[config.mk]
export PLATFORM = sky130hd
export DESIGN_NAME = asrc_host
export DESIGN_NICKNAME = d
export VERILOG_FILES = /design/src/core/asrc_pkg.sv /design/src/core/asrc_host.sv
export VERILOG_INCLUDE_DIRS = /design/src /design/src/core
export SDC_FILE = /design/constraint.sdc
export NUM_CORES = 1
export LEC_CHECK = 0
export BUFFER_PORTS_ARGS = -buffer_cell sky130_fd_sc_hd__buf_2
export CAP_MARGIN = 10
export CELL_PAD_IN_SITES_DETAIL_PLACEMENT = 1
export CELL_PAD_IN_SITES_GLOBAL_PLACEMENT = 1
export CORE_MARGIN = 4
export CORE_UTILIZATION = 44
export CTS_CLUSTER_SIZE = 20
export DETAILED_ROUTE_END_ITERATION = 8
export GPL_TIMING_DRIVEN = 0
export PLACE_DENSITY_LB_ADDON = 0.1
export SLEW_MARGIN = 15
export SYNTH_ARGS = -nofsm -noshare
export SYNTH_HDL_FRONTEND = slang
export SYNTH_SLANG_ARGS = --single-unit
[constraint.sdc]
create_clock -name i_clk_sys -period 3.1 [get_ports i_clk_sys]
set_input_delay 0.62 -clock i_clk_sys [delete_from_list [all_inputs] [get_ports i_clk_sys]]
set_output_delay 0.62 -clock i_clk_sys [all_outputs]
set_load 0.03 [all_outputs]
[src/core/asrc_regs.svh]
// Timing and geometry constants for the static RAM host controller
`ifndef ASRC_REGS_SVH
`define ASRC_REGS_SVH

`define ASRC_ADDR_W         19
`define ASRC_DATA_W         8
`define ASRC_CLK_PERIOD_NS  50
// Times in ns (higher supply, faster grade)
`define ASRC_READ_CYCLE_MIN_NS        40
`define ASRC_ADDRESS_TO_DATA_MAX_NS   40
`define ASRC_WRITE_PULSE_MIN_NS       30
`define ASRC_SELECT_TO_WR_END_MIN_NS  35
`define ASRC_DESELECT_TO_FLOAT_MAX_NS 20
`define ASRC_READ_DATA_HOLD_MIN_NS    10
// Lower supply, faster grade: read cycle and access time
`define ASRC_LOW_SUPPLY_READ_MIN_NS   55
// Retention recovery, in ms
`define ASRC_RECOVERY_MIN_MS          5
// Cycle counts: least times and the float maximum round up, ASRC_FLOOR rounds down, none below 1
`define ASRC_CEIL(ns) ((((ns) + `ASRC_CLK_PERIOD_NS - 1) / \
  `ASRC_CLK_PERIOD_NS) < 1 ? 1 : (((ns) + `ASRC_CLK_PERIOD_NS - 1) / \
  `ASRC_CLK_PERIOD_NS))
`define ASRC_FLOOR(ns) (((ns) / `ASRC_CLK_PERIOD_NS) < 1 ? 1 : \
  ((ns) / `ASRC_CLK_PERIOD_NS))
// Reads sized for the lower supply, so either supply range works
`define ASRC_RD_CYC   `ASRC_CEIL(`ASRC_LOW_SUPPLY_READ_MIN_NS)
`define ASRC_WR_CYC   `ASRC_CEIL(`ASRC_SELECT_TO_WR_END_MIN_NS)
`define ASRC_FLOAT_CYC `ASRC_CEIL(`ASRC_DESELECT_TO_FLOAT_MAX_NS)
`define ASRC_RECOVERY_CYC ((`ASRC_RECOVERY_MIN_MS * 1000000 + \
  `ASRC_CLK_PERIOD_NS - 1) / `ASRC_CLK_PERIOD_NS)

`endif

[src/core/asrc_pkg.sv]
// Types for the static RAM host controller
package asrc_pkg;
  typedef enum logic [2:0] {
    ASRC_IDLE,
    ASRC_READ,
    ASRC_WRITE,
    ASRC_FLOAT,
    ASRC_RETAIN,
    ASRC_RECOVER
  } asrc_state_t;

  typedef struct packed {
    logic        write;
    logic [18:0] addr;
    logic [7:0]  wdata;
  } asrc_req_t;

  typedef struct packed {
    logic chip_select_low_active_b;
    logic chip_select_high_active;
    logic output_enable_b;
    logic read_write_b;
  } asrc_ctl_t;
endpackage

[src/core/asrc_host.sv]
// Host controller driving a 512K x 8 asynchronous static RAM
//
// Summary of operation
// - Strobe stays high through every read
// - Never drive data while memory may drive
// - Read cycles spaced at least 40 ns
// - Reads last 55 ns for low supply
// - Write strobe low at least 30 ns
// - Chip selected 35 ns before write end
// - Deselect before retention, wait 5 ms after
`timescale 1ns/1ps
`include "asrc_regs.svh"

module asrc_host
  import asrc_pkg::*;
#(
  parameter int unsigned RECOVERY_CYC = `ASRC_RECOVERY_CYC
) (
  // Clock, reset, enable
  input  wire logic                     i_clk_sys,
  input  wire logic                     i_rst_b,
  input  wire logic                     i_ce,
  // User request
  input  wire logic                     i_req_valid,
  input  wire asrc_req_t                i_req,
  output logic                          o_req_ready,
  output logic                          o_rdata_valid,
  output logic [`ASRC_DATA_W-1:0]       o_rdata,
  // Retention control
  input  wire logic                     i_retain,
  output logic                          o_retained,
  // Memory pins
  output logic [`ASRC_ADDR_W-1:0]       o_mem_addr,
  output asrc_ctl_t                     o_mem_ctl,
  input  wire logic [`ASRC_DATA_W-1:0]  i_mem_data,
  output logic [`ASRC_DATA_W-1:0]       o_mem_data,
  output logic                          o_mem_data_oe
);

  localparam int unsigned RD_CYC    = `ASRC_RD_CYC;
  localparam int unsigned WR_CYC    = `ASRC_WR_CYC;
  localparam int unsigned FLOAT_CYC = `ASRC_FLOAT_CYC;

  //////////////////////////////////////////////////////////////////////////
  asrc_state_t                  state_ff, nxt_state;
  logic [22:0]                  cnt_ff, nxt_cnt;
  logic [`ASRC_ADDR_W-1:0]      addr_ff, nxt_addr;
  logic [`ASRC_DATA_W-1:0]      wdata_ff, nxt_wdata;
  logic [`ASRC_DATA_W-1:0]      rdata_ff, nxt_rdata;
  logic                         rvalid_ff, nxt_rvalid;
  logic                         ready_ff, nxt_ready;
  logic                         retained_ff, nxt_retained;
  logic                         oe_ff, nxt_oe;
  asrc_ctl_t                    ctl_ff, nxt_ctl;

  localparam asrc_ctl_t CTL_DESEL = '{1'b1, 1'b0, 1'b1, 1'b1};
  localparam asrc_ctl_t CTL_READ  = '{1'b0, 1'b1, 1'b0, 1'b1};
  localparam asrc_ctl_t CTL_WRITE = '{1'b0, 1'b1, 1'b1, 1'b0};

  //////////////////////////////////////////////////////////////////////////
  always_comb begin
    nxt_state    = state_ff;
    nxt_cnt      = cnt_ff;
    nxt_addr     = addr_ff;
    nxt_wdata    = wdata_ff;
    nxt_rdata    = rdata_ff;
    nxt_rvalid   = 1'b0;
    nxt_ready    = 1'b0;
    nxt_retained = retained_ff;
    nxt_oe       = 1'b0;
    nxt_ctl      = CTL_DESEL;
    unique case (state_ff)
      ASRC_IDLE: begin
        nxt_ready = ~i_retain;
        if (i_retain) begin
          nxt_state = ASRC_RETAIN;
        end else if (i_req_valid && ready_ff) begin
          nxt_ready = 1'b0;
          nxt_addr  = i_req.addr;
          nxt_wdata = i_req.wdata;
          if (i_req.write) begin
            // Select and strobe fall together, output enable high
            nxt_ctl   = CTL_WRITE;
            nxt_oe    = 1'b1;
            nxt_cnt   = 23'(WR_CYC);
            nxt_state = ASRC_WRITE;
          end else begin
            nxt_ctl   = CTL_READ;
            nxt_cnt   = 23'(RD_CYC);
            nxt_state = ASRC_READ;
          end
        end
      end
      ASRC_READ: begin
        nxt_ctl = CTL_READ;
        nxt_cnt = cnt_ff - 23'd1;
        if (cnt_ff == 23'd1) begin
          // Sample at full access time, then release the memory
          nxt_rdata  = i_mem_data;
          nxt_rvalid = 1'b1;
          nxt_ctl    = CTL_DESEL;
          nxt_cnt    = 23'(FLOAT_CYC);
          nxt_state  = ASRC_FLOAT;
        end
      end
      ASRC_WRITE: begin
        nxt_ctl = CTL_WRITE;
        nxt_oe  = 1'b1;
        nxt_cnt = cnt_ff - 23'd1;
        if (cnt_ff == 23'd1) begin
          // Strobe rises as both selects deassert; data still driven
          nxt_ctl   = CTL_DESEL;
          nxt_oe    = 1'b1;
          nxt_ready = 1'b1;
          nxt_state = ASRC_IDLE;
        end
      end
      ASRC_FLOAT: begin
        // Memory may still drive: host stays off the bus
        nxt_cnt = cnt_ff - 23'd1;
        if (cnt_ff == 23'd1) begin
          nxt_ready = ~i_retain;
          nxt_state = ASRC_IDLE;
        end
      end
      ASRC_RETAIN: begin
        nxt_retained = 1'b1;
        if (!i_retain) begin
          nxt_retained = 1'b0;
          nxt_cnt      = 23'(RECOVERY_CYC);
          nxt_state    = ASRC_RECOVER;
        end
      end
      ASRC_RECOVER: begin
        nxt_cnt = cnt_ff - 23'd1;
        if (cnt_ff <= 23'd1) begin
          nxt_ready = ~i_retain;
          nxt_state = ASRC_IDLE;
        end
      end
    endcase
  end

  always_ff @(posedge i_clk_sys or negedge i_rst_b) begin
    if (!i_rst_b) begin
      state_ff    <= ASRC_IDLE;
      cnt_ff      <= 23'h0;
      addr_ff     <= 19'h0;
      wdata_ff    <= 8'h0;
      rdata_ff    <= 8'h0;
      rvalid_ff   <= 1'b0;
      ready_ff    <= 1'b0;
      retained_ff <= 1'b0;
      oe_ff       <= 1'b0;
      ctl_ff      <= CTL_DESEL;
    end else if (i_ce) begin
      state_ff    <= nxt_state;
      cnt_ff      <= nxt_cnt;
      addr_ff     <= nxt_addr;
      wdata_ff    <= nxt_wdata;
      rdata_ff    <= nxt_rdata;
      rvalid_ff   <= nxt_rvalid;
      ready_ff    <= nxt_ready;
      retained_ff <= nxt_retained;
      oe_ff       <= nxt_oe;
      ctl_ff      <= nxt_ctl;
    end
  end

  assign o_req_ready   = ready_ff;
  assign o_rdata_valid = rvalid_ff;
  assign o_rdata       = rdata_ff;
  assign o_retained    = retained_ff;
  assign o_mem_addr    = addr_ff;
  assign o_mem_ctl     = ctl_ff;
  assign o_mem_data    = wdata_ff;
  assign o_mem_data_oe = oe_ff;

  //////////////////////////////////////////////////////////////////////////
  // Strobe-low and selected time in cycles, for the width checks only
  logic [2:0]                   wr_low_ff, nxt_wr_low;
  logic [2:0]                   sel_on_ff, nxt_sel_on;

  always_comb begin
    nxt_wr_low = 3'h0;
    nxt_sel_on = 3'h0;
    // Saturate so a frozen strobe cannot wrap to a short count
    if (!ctl_ff.read_write_b) begin
      nxt_wr_low = wr_low_ff + {2'b00, (wr_low_ff != 3'h7)};
    end
    if (!ctl_ff.chip_select_low_active_b &&
        ctl_ff.chip_select_high_active) begin
      nxt_sel_on = sel_on_ff + {2'b00, (sel_on_ff != 3'h7)};
    end
  end

  always_ff @(posedge i_clk_sys or negedge i_rst_b) begin
    if (!i_rst_b) begin
      wr_low_ff <= 3'h0;
      sel_on_ff <= 3'h0;
    end else if (i_ce) begin
      wr_low_ff <= nxt_wr_low;
      sel_on_ff <= nxt_sel_on;
    end
  end

  //////////////////////////////////////////////////////////////////////////
  AST_READ_STROBE_HIGH: assert property (
    @(posedge i_clk_sys) disable iff (!i_rst_b)
    (state_ff == ASRC_READ) |-> o_mem_ctl.read_write_b)
    else $error("strobe low during read");

  AST_NO_DRIVE_ON_READ: assert property (
    @(posedge i_clk_sys) disable iff (!i_rst_b)
    !o_mem_ctl.output_enable_b |-> !o_mem_data_oe)
    else $error("host drives while memory output enabled");

  AST_WRITE_OE_HIGH: assert property (
    @(posedge i_clk_sys) disable iff (!i_rst_b)
    !o_mem_ctl.read_write_b |-> o_mem_ctl.output_enable_b && o_mem_data_oe)
    else $error("write without output enable high or data");

  AST_WRITE_PULSE: assert property (
    @(posedge i_clk_sys) disable iff (!i_rst_b || !i_ce)
    $rose(o_mem_ctl.read_write_b) |->
      int'(wr_low_ff) * `ASRC_CLK_PERIOD_NS >= `ASRC_WRITE_PULSE_MIN_NS)
    else $error("write strobe too short");

  AST_WRITE_SELECT: assert property (
    @(posedge i_clk_sys) disable iff (!i_rst_b || !i_ce)
    $fell(o_mem_ctl.read_write_b) |->
      !o_mem_ctl.chip_select_low_active_b && o_mem_ctl.chip_select_high_active)
    else $error("select missing at write start");

  AST_WRITE_SELECT_TIME: assert property (
    @(posedge i_clk_sys) disable iff (!i_rst_b || !i_ce)
    $rose(o_mem_ctl.read_write_b) |->
      int'(sel_on_ff) * `ASRC_CLK_PERIOD_NS >= `ASRC_SELECT_TO_WR_END_MIN_NS)
    else $error("select too short before write end");

  AST_WRITE_DATA_HOLD: assert property (
    @(posedge i_clk_sys) disable iff (!i_rst_b || !i_ce)
    $rose(o_mem_ctl.read_write_b) |->
      o_mem_data_oe && $stable(o_mem_data))
    else $error("write data not held at write end");

  AST_READ_LEN: assert property (
    @(posedge i_clk_sys) disable iff (!i_rst_b || !i_ce)
    $rose(state_ff == ASRC_READ) |-> (state_ff == ASRC_READ)[*2]
      ##1 o_rdata_valid)
    else $error("read cycle shorter than access time");

  AST_FLOAT_GAP: assert property (
    @(posedge i_clk_sys) disable iff (!i_rst_b || !i_ce)
    $rose(o_rdata_valid) |-> !o_req_ready && !o_mem_data_oe)
    else $error("no float gap after read");

  AST_RETAIN_DESEL: assert property (
    @(posedge i_clk_sys) disable iff (!i_rst_b)
    o_retained |-> o_mem_ctl.chip_select_low_active_b && !o_req_ready)
    else $error("selected during retention");

endmodule

==> qor.txt, run 1 <==
TIMING
-------------------------------------------------------------------------------------
Minimum clock period                                                         2.621 ns
Max-slew headroom                                                              36.25%
Count of endpoints failing hold in the final timing report                          0
Fmax                                                                        381.5 MHz
Final worst slack                                                           0.4789 ns
Total negative slack for setup checks                                            0 ns
Post-route clock period utilization                                            84.55%
Final slew viol count                                                               0
Final clock skew                                                          0.009923 ns
Number of setup violations in the final report                                      0
Worst Max-Slew Pin Slew                                                     0.9519 ns
Unrepaired setup endpoints after global routing                                 false

CLOCK NETWORK
-------------------------------------------------------------------------------------
Clock root buffer master                                                     clkbuf_8
Number of buffers created by CTS                                                    9
Cts repair resizes                                                                  0
Number of H-tree levels                                                             3
Setup Fix Bufs, Post-CTS                                                            0
Total clock sinks                                                                  69
Clk_lat worst skew                                                            0.35 ns
Maximum buffer depth of the clock tree                                              2
Cts-stage hold buffer count                                                         0
Clock tree from TritonCTS                                                        done
Clock transition at the registers of the reported paths                       0.08 ns

GRT
-------------------------------------------------------------------------------------
Wire length of the first global-routing pass                                 16.70 mm
Number of global-route vias before repair                                        3223
Initial antenna violation count                                                     0
Global routing usage summed across all routing layers                          22.10%
Total overflow reported by the global router                                        0
Largest net degree at the start of global routing                                  47

WORST SETUP PATH
-------------------------------------------------------------------------------------
Data arrival time at the worst-slack endpoint                                 2.88 ns
Crit path kind                                                             reg -> reg
Number of cells on the worst reg-to-reg path                                        7
Req. time, crit path                                                          3.36 ns
Crit end category                                                                flop
Highest net fanout along the worst path                                            10
Type of element launching the critical path                                      flop

CELLS AND AREA
-------------------------------------------------------------------------------------
Antenna diode instance count                                                        0
Most frequent standard cell in the layout excluding fill and tap cells          buf_2
Synthesis-to-layout area growth                                                22.16%
Commonest cells after routing, fill and taps aside                       buf_2 (89), dfrtp_1 (66), mux2_2 (37)
Storage cell area                                                            1730 um2
Post-layout net count                                                             464
Number of fill cells in the layout                                                918
Fraction of layout instances using a drive strength above 1                    38.35%
Area used by multi-input combinational logic                                 1644 um2

FLOORPLANNING
-------------------------------------------------------------------------------------
DIE WIDTH                                                                    97.12 um
Core Rows                                                                          32
I/O pin cnt                                                                        84
Chip height                                                                  97.12 um
Initial core utilization                                                       45.22%
Core box area                                                                7727 um2
Die area                                                                     9432 um2

SYNTHESIS
-------------------------------------------------------------------------------------
Warning count from the yosys run                                                    0
Post-synthesis net count                                                          371
Post-synthesis register bit count                                                  69
Area leader, netlist                                                          dfrtp_1
Number of enable flip-flop cells after synthesis                                    0
Multiplexer fraction of the synthesized cell area                              11.92%
Synth Area in Adders                                                           1.003%
Largest family of logic cells by synthesized area                        compound AO/OA/AOI/OAI gates
Complex-gate fraction of the synthesized area                                  17.83%
Xor/xnor share of the synthesized area                                             0%
Post-synthesis instance total                                                     328
Synthesized cell area                                                        3495 um2
Cell types with the largest area share after synthesis                   dfrtp_1 (47%), mux2_2 (12%), a31oi_1 (4.5%)
Post-synthesis cell type count                                                     54
Seq/Total Area, Yosys                                                          49.52%
Async set or reset register ratio after synthesis                              100.0%
Mean area per synthesized cell                                              10.65 um2
Flip-flop cell with the highest count after synthesis                         dfrtp_1
Fraction of post-synthesis cell area in the top cell type by area              47.26%
Post-Synth Simple-Gate Area                                                    16.29%

DRT
-------------------------------------------------------------------------------------
Via/cell ratio                                                                  5.765
Final routed wirelength across all metal layers                              9.866 mm
Number of vias in the routed layout                                              3038
Drc violations                                                                      0
Drt first-iter violations                                                         104
First-pass iteration count of the detailed router                                   4
Detailed-route wire length per cell                                          18.72 um
Count of nets left with antenna violations after detail routing                     0

STATUS
-------------------------------------------------------------------------------------
Result of the run                                                        finished, final reports clean

PWR
-------------------------------------------------------------------------------------
Power consumption                                                          0.003714 W
Total power divided by cell area                                         870.1 nW/um2
Total leakage power                                                          2.196 nW
Maximum VDD drop                                                             461.8 uV

HOLD PATH
-------------------------------------------------------------------------------------
Type of the most critical hold path                                       in -> async

PLACED DESIGN
-------------------------------------------------------------------------------------
Half-perimeter wire length after detailed placement                          7.273 mm
Placement-stage worst setup slack                                           0.2685 ns
Buffers on Ports                                                                   81
Weighted congestion at the end of routability-driven global placement          0.8283

JOB
-------------------------------------------------------------------------------------
Count of maximum capacitance violations                                             0

metal layers:
| metal | track usage (%) | routed length (um) | up-vias |
|---|---|---|---|
| met5 | 0 | 0 | - |
| met4 | 7.343 | 161 | 0 |
| met3 | 4.738 | 376 | 13 |
| met2 | 39.97 | 5343 | 61 |
| met1 | 25.90 | 3984 | 1550 |
| li1 | - | - | 1414 |
registers in the layout, summed over array words and instances (netlist names):
| register | count |
|---|---|
| o_rdata | 8 |
| o_mem_addr | 19 |
| o_mem_data_oe | 1 |
| o_mem_ctl | 4 |
| cnt_ff | 23 |
| o_rdata_valid | 1 |
| o_retained | 1 |
| o_mem_data | 8 |
| o_req_ready | 1 |
| state_ff | 3 |
cell type report:
| class | instances | share of cell area [%] |
|---|---|---|
| Sequential cell | 69 | 40.53 |
| Tap cell | 102 | 2.989 |
| Inverter | 8 | 0.7034 |
| Clock buffer | 9 | 2.902 |
| Multi-Input combinational cell | 230 | 38.51 |
| Clock inverter | 6 | 2.052 |
| Timing Repair Buffer | 82 | 10.20 |
| Buffer | 21 | 2.110 |
critical path, cell delays in order, from the launching register on:
cell     delay [ns]
dfrtp_1        0.48
ha_1           0.23
nor3b_1        0.17
and3_1         0.23
a31oi_1        0.73
buf_2          0.38
a31oi_1        0.14
a31oi_1        0.16
synth_stat cells, types with 3 or more instances:
cell,count
dfrtp_1,66
mux2_2,37
nor2_1,26
a31oi_1,25
nand2_1,21
a21oi_1,18
o21ai_0,16
clkbuf_1,12
buf_2,9
inv_1,8
nand3_1,8
nor3_1,7
and3_1,4
nor4_1,4
o211a_1,4
o31ai_1,4
a211o_1,3
dfstp_2,3
nor3b_1,3
or3_1,3
power by group:
| part | switching, W | internal [W] |
|---|---|---|
| sequential | 0.000205 | 0.00109 |
| clock | 0.000350 | 0.000450 |
| combinational | 0.00103 | 0.000587 |
| total | 0.00159 | 0.00213 |
path summary, 6_finish.rpt:
check	endpoint	startpoint	slack (ns)
worst max-delay path	cnt_ff[21]$_DFFE_PN0P_	cnt_ff[0]$_DFFE_PN0P_	0.48
worst min-delay path	state_ff[1]$_DFFE_PN0P_	i_rst_b	0.18
worst max register to register	cnt_ff[21]$_DFFE_PN0P_	cnt_ff[0]$_DFFE_PN0P_	0.48
worst min register to register	o_mem_ctl[2]$_DFFE_PN0P_	o_mem_ctl[2]$_DFFE_PN0P_	0.48
max in group asynchronous	o_mem_ctl[3]$_DFFE_PN1P_	i_rst_b	2.33
min in group i_clk_sys	o_mem_ctl[2]$_DFFE_PN0P_	o_mem_ctl[2]$_DFFE_PN0P_	0.48
logic make-up (layout without fill, tap and decap cells):
family / Yosys count / after routing
AOI/OAI and AO/OA: 92 / 92
buffers and inverters: 29 / 126
DFF: 69 / 69
adders and majority gates: 3 / 3
and+or+nand+nor: 98 / 98
muxes: 37 / 37
metrics by stage:
stage | hold slack, ns | instance area [um2] | utilization, % | cells
after floorplan | 0.3244 | 3495 | - | 328
after global placement | 0.4670 | 4028 | 52.12 | 511
after detailed placement | 0.4651 | 4058 | 52.51 | 512
after CTS | 0.1832 | 4269 | 55.25 | 527
after global routing | 0.1824 | 4269 | 55.25 | 527
final | 0.1753 | 4269 | 55.25 | 527
No activity file was read; power rests on OpenSTA's default activity.
==> run 2, diff against run 1 <==
--- a/config.mk
+++ b/config.mk
@@ -11,7 +11,7 @@
 export CELL_PAD_IN_SITES_DETAIL_PLACEMENT = 1
 export CELL_PAD_IN_SITES_GLOBAL_PLACEMENT = 1
 export CORE_MARGIN = 4
-export CORE_UTILIZATION = 44
+export CORE_UTILIZATION = 41
 export CTS_CLUSTER_SIZE = 20
 export DETAILED_ROUTE_END_ITERATION = 8
 export GPL_TIMING_DRIVEN = 0
==> constraint.sdc (replaced) <==
create_clock -name i_clk_sys -period 2.5 [get_ports i_clk_sys]
set_input_delay 0.5 -clock i_clk_sys [delete_from_list [all_inputs] [get_ports i_clk_sys]]
set_output_delay 0.5 -clock i_clk_sys [all_outputs]
set_load 0.03 [all_outputs]
==> run 2 against run 1 <==
Effect of this change:
- die area increased by 6.7%
- final cell count is 1.3% higher
- combinational power is 31% higher
- sequential share of layout area fell by 0.69 points
- wire length grew 0.61%
- setup slack worse by 0.37 ns
- clock-buffer cell count is 1 higher
==> qor.txt, run 2 (synthesis gave the netlist of run 1 again) <==
CELLS AND AREA
-------------------------------------------------------------------------------------
Fraction of layout instances using a drive strength above 1                    39.63%
Number of fill cells in the layout                                                944
Largest register FFs                                                               23
Synthesis-to-layout area growth                                                24.28%
Commonest cells after routing, fill and taps aside                       buf_2 (89), dfrtp_1 (66), mux2_2 (37)
Number of non-filler instances in the completed layout                            534
Post-layout net count                                                             467
Register with the most flip-flops                                              cnt_ff
Most frequent standard cell in the layout excluding fill and tap cells          buf_2
Antenna diode instance count                                                        0
Core occupancy in the finished layout                                          52.59%

CLOCK NETWORK
-------------------------------------------------------------------------------------
Clock transition at the registers of the reported paths                       0.09 ns
Cts-stage hold buffer count                                                         0
Clk_lat worst skew                                                            0.35 ns
Maximum buffer depth of the clock tree                                              2
Number of buffers created by CTS                                                    9
Clock root buffer master                                                     clkbuf_8
Number of H-tree levels                                                             3
Clock tree from TritonCTS                                                        done
Total clock sinks                                                                  69

WORST SETUP PATH
-------------------------------------------------------------------------------------
Highest net fanout along the worst path                                            10
Reg-to-Reg End                                                           cnt_ff[21]$_DFFE_PN0P_
Crit path kind                                                             reg -> reg
Number of cells on the worst reg-to-reg path                                        7
Crit end category                                                                flop
Beginning of the worst register-to-register path                         cnt_ff[0]$_DFFE_PN0P_
Number of buffer and inverter instances along the worst setup path                  1
Most frequent CP cell                                                         a31oi_1
Type of element launching the critical path                                      flop
Max stage delay on crit path                                                  0.57 ns
Critical path cell sequence                                              ha_1, nor3b_2, and3_1, a31oi_2, buf_2, a31oi_1, a31oi_1
Data arrival time at the worst-slack endpoint                                 2.66 ns
Req. time, crit path                                                          2.77 ns
Minimum setup slack among reg-to-reg paths                                    0.11 ns
Dominant delay contributor by cell family on the critical path           compound AO/OA/AOI/OAI gates
Slowest cell on the critical path                                             a31oi_2

PLACED DESIGN
-------------------------------------------------------------------------------------
Count of placed standard cells including taps                                     515
Weighted congestion at the end of routability-driven global placement          0.8366
Buffers on Ports                                                                   81
Half-perimeter wire length after detailed placement                          7.131 mm

GRT
-------------------------------------------------------------------------------------
Number of global-route vias before repair                                        3093
Largest net degree at the start of global routing                                  52
Global routing usage summed across all routing layers                          20.13%
Wire length of the first global-routing pass                                 15.88 mm
Total overflow reported by the global router                                        0
Initial antenna violation count                                                     0

TIMING
-------------------------------------------------------------------------------------
Fmax                                                                        418.2 MHz
Unrepaired setup endpoints after global routing                                 false
Final clock skew                                                           0.01423 ns
Final slew viol count                                                               0
Max-slew headroom                                                              45.08%
Count of endpoints failing hold in the final timing report                          0
Post-route clock period utilization                                            95.64%
Number of setup violations in the final report                                      0
Minimum clock period                                                         2.391 ns
Worst Max-Slew Pin Slew                                                     0.8220 ns

DRT
-------------------------------------------------------------------------------------
Drt first-iter violations                                                         100
Number of vias in the routed layout                                              3007
Via/cell ratio                                                                  5.631
Detailed-route wire length per cell                                          18.59 um
First-pass iteration count of the detailed router                                   4
Final routed wirelength across all metal layers                              9.926 mm
Count of nets left with antenna violations after detail routing                     0
Drc violations                                                                      0

PWR
-------------------------------------------------------------------------------------
Maximum VDD drop                                                             678.9 uV
Total leakage power                                                          2.223 nW
Total power divided by cell area                                          1106 nW/um2

FLOORPLANNING
-------------------------------------------------------------------------------------
I/O pin cnt                                                                        84
Die area                                                                    10060 um2
Initial core utilization                                                       42.32%
DIE WIDTH                                                                    100.3 um
Core box area                                                                8258 um2
Core Rows                                                                          33
Chip height                                                                  100.3 um

HOLD PATH
-------------------------------------------------------------------------------------
Type of the most critical hold path                                       in -> async

JOB
-------------------------------------------------------------------------------------
Count of maximum capacitance violations                                             0

STATUS
-------------------------------------------------------------------------------------
Result of the run                                                        finished, final reports clean

-- run 2: cell types whose count changed in the layout (fill, tap and decap cells not counted), sizes merged --
cell / before / now
clkinvlp: 0 / 1
buf: 91 / 94
clkinv: 3 / 2
clkbuf: 21 / 22
-- run 2: layout make-up --
type	instances	area [um2]	area share, %
well taps	105	131.4	3.025
plain buffers	21	91.34	2.103
multi-input cells	230	1670	38.46
inverters	8	30.03	0.6914
repair buffers	85	457.9	10.54
clock inverters	6	93.84	2.161
clock buffers	10	137.6	3.169
flip-flops and latches	69	1730	39.84
-- run 2: where the power goes --
group          switching [W]  internal, W  leakage (nW)
sequential          0.000281      0.00135         0.920
clock               0.000459     0.000596         0.113
combinational        0.00133     0.000792          1.19
-- run 2: what timing repair did --
item                                    in CTS  in global routing
pin swaps                                    1                  0
buffers inserted                             3                  0
endpoints found under the setup margin      16                 16
resized for setup                            2                  3
-- run 2: routing by layer --
metal	up-vias	global-route usage (%)	routed length (um)
met5	-	0	0
met4	0	6.632	135
met3	11	3.892	429
met2	66	35.07	5021
met1	1515	25.02	4339
li1	1415	-	-
-- run 2: worst max path at each step --
stage | start | to | slack, ns | cells after the start
finish | cnt_ff[0]$_DFFE_PN0P_ | cnt_ff[21]$_DFFE_PN0P_ | 0.11 | 7
global route | cnt_ff[1]$_DFFE_PN0P_ | cnt_ff[21]$_DFFE_PN0P_ | 0.002 | 8
CTS | cnt_ff[0]$_DFFE_PN0P_ | o_rdata[5]$_DFFE_PN0P_ | 0.06 | 6
detailed placement | i_ce | cnt_ff[21]$_DFFE_PN0P_ | -0.21 | 7
global placement | i_ce | cnt_ff[21]$_DFFE_PN0P_ | -0.20 | 7
floorplan | cnt_ff[1]$_DFFE_PN0P_ | cnt_ff[9]$_DFFE_PN0P_ | 0.42 | 7
-- run 2: stage by stage --
| stage | setup TNS, ns | total power, W | hold slack (ns) | instance area, um2 | worst slack (ns) |
|---|---|---|---|---|---|
| global route | 0 | 0.005107 | 0.03936 | 4343 | 0.002232 |
| detailed placement | -1.829 | 0.003640 | 0.4171 | 4061 | -0.2063 |
| CTS | 0 | 0.004777 | 0.03121 | 4323 | 0.06494 |
| global placement | -1.561 | 0.003558 | 0.4650 | 4031 | -0.1979 |
| floorplan | 0 | 0.003043 | 0.2044 | 3495 | 0.4156 |
| finish | 0 | 0.004804 | 0.02561 | 4343 | 0.1090 |
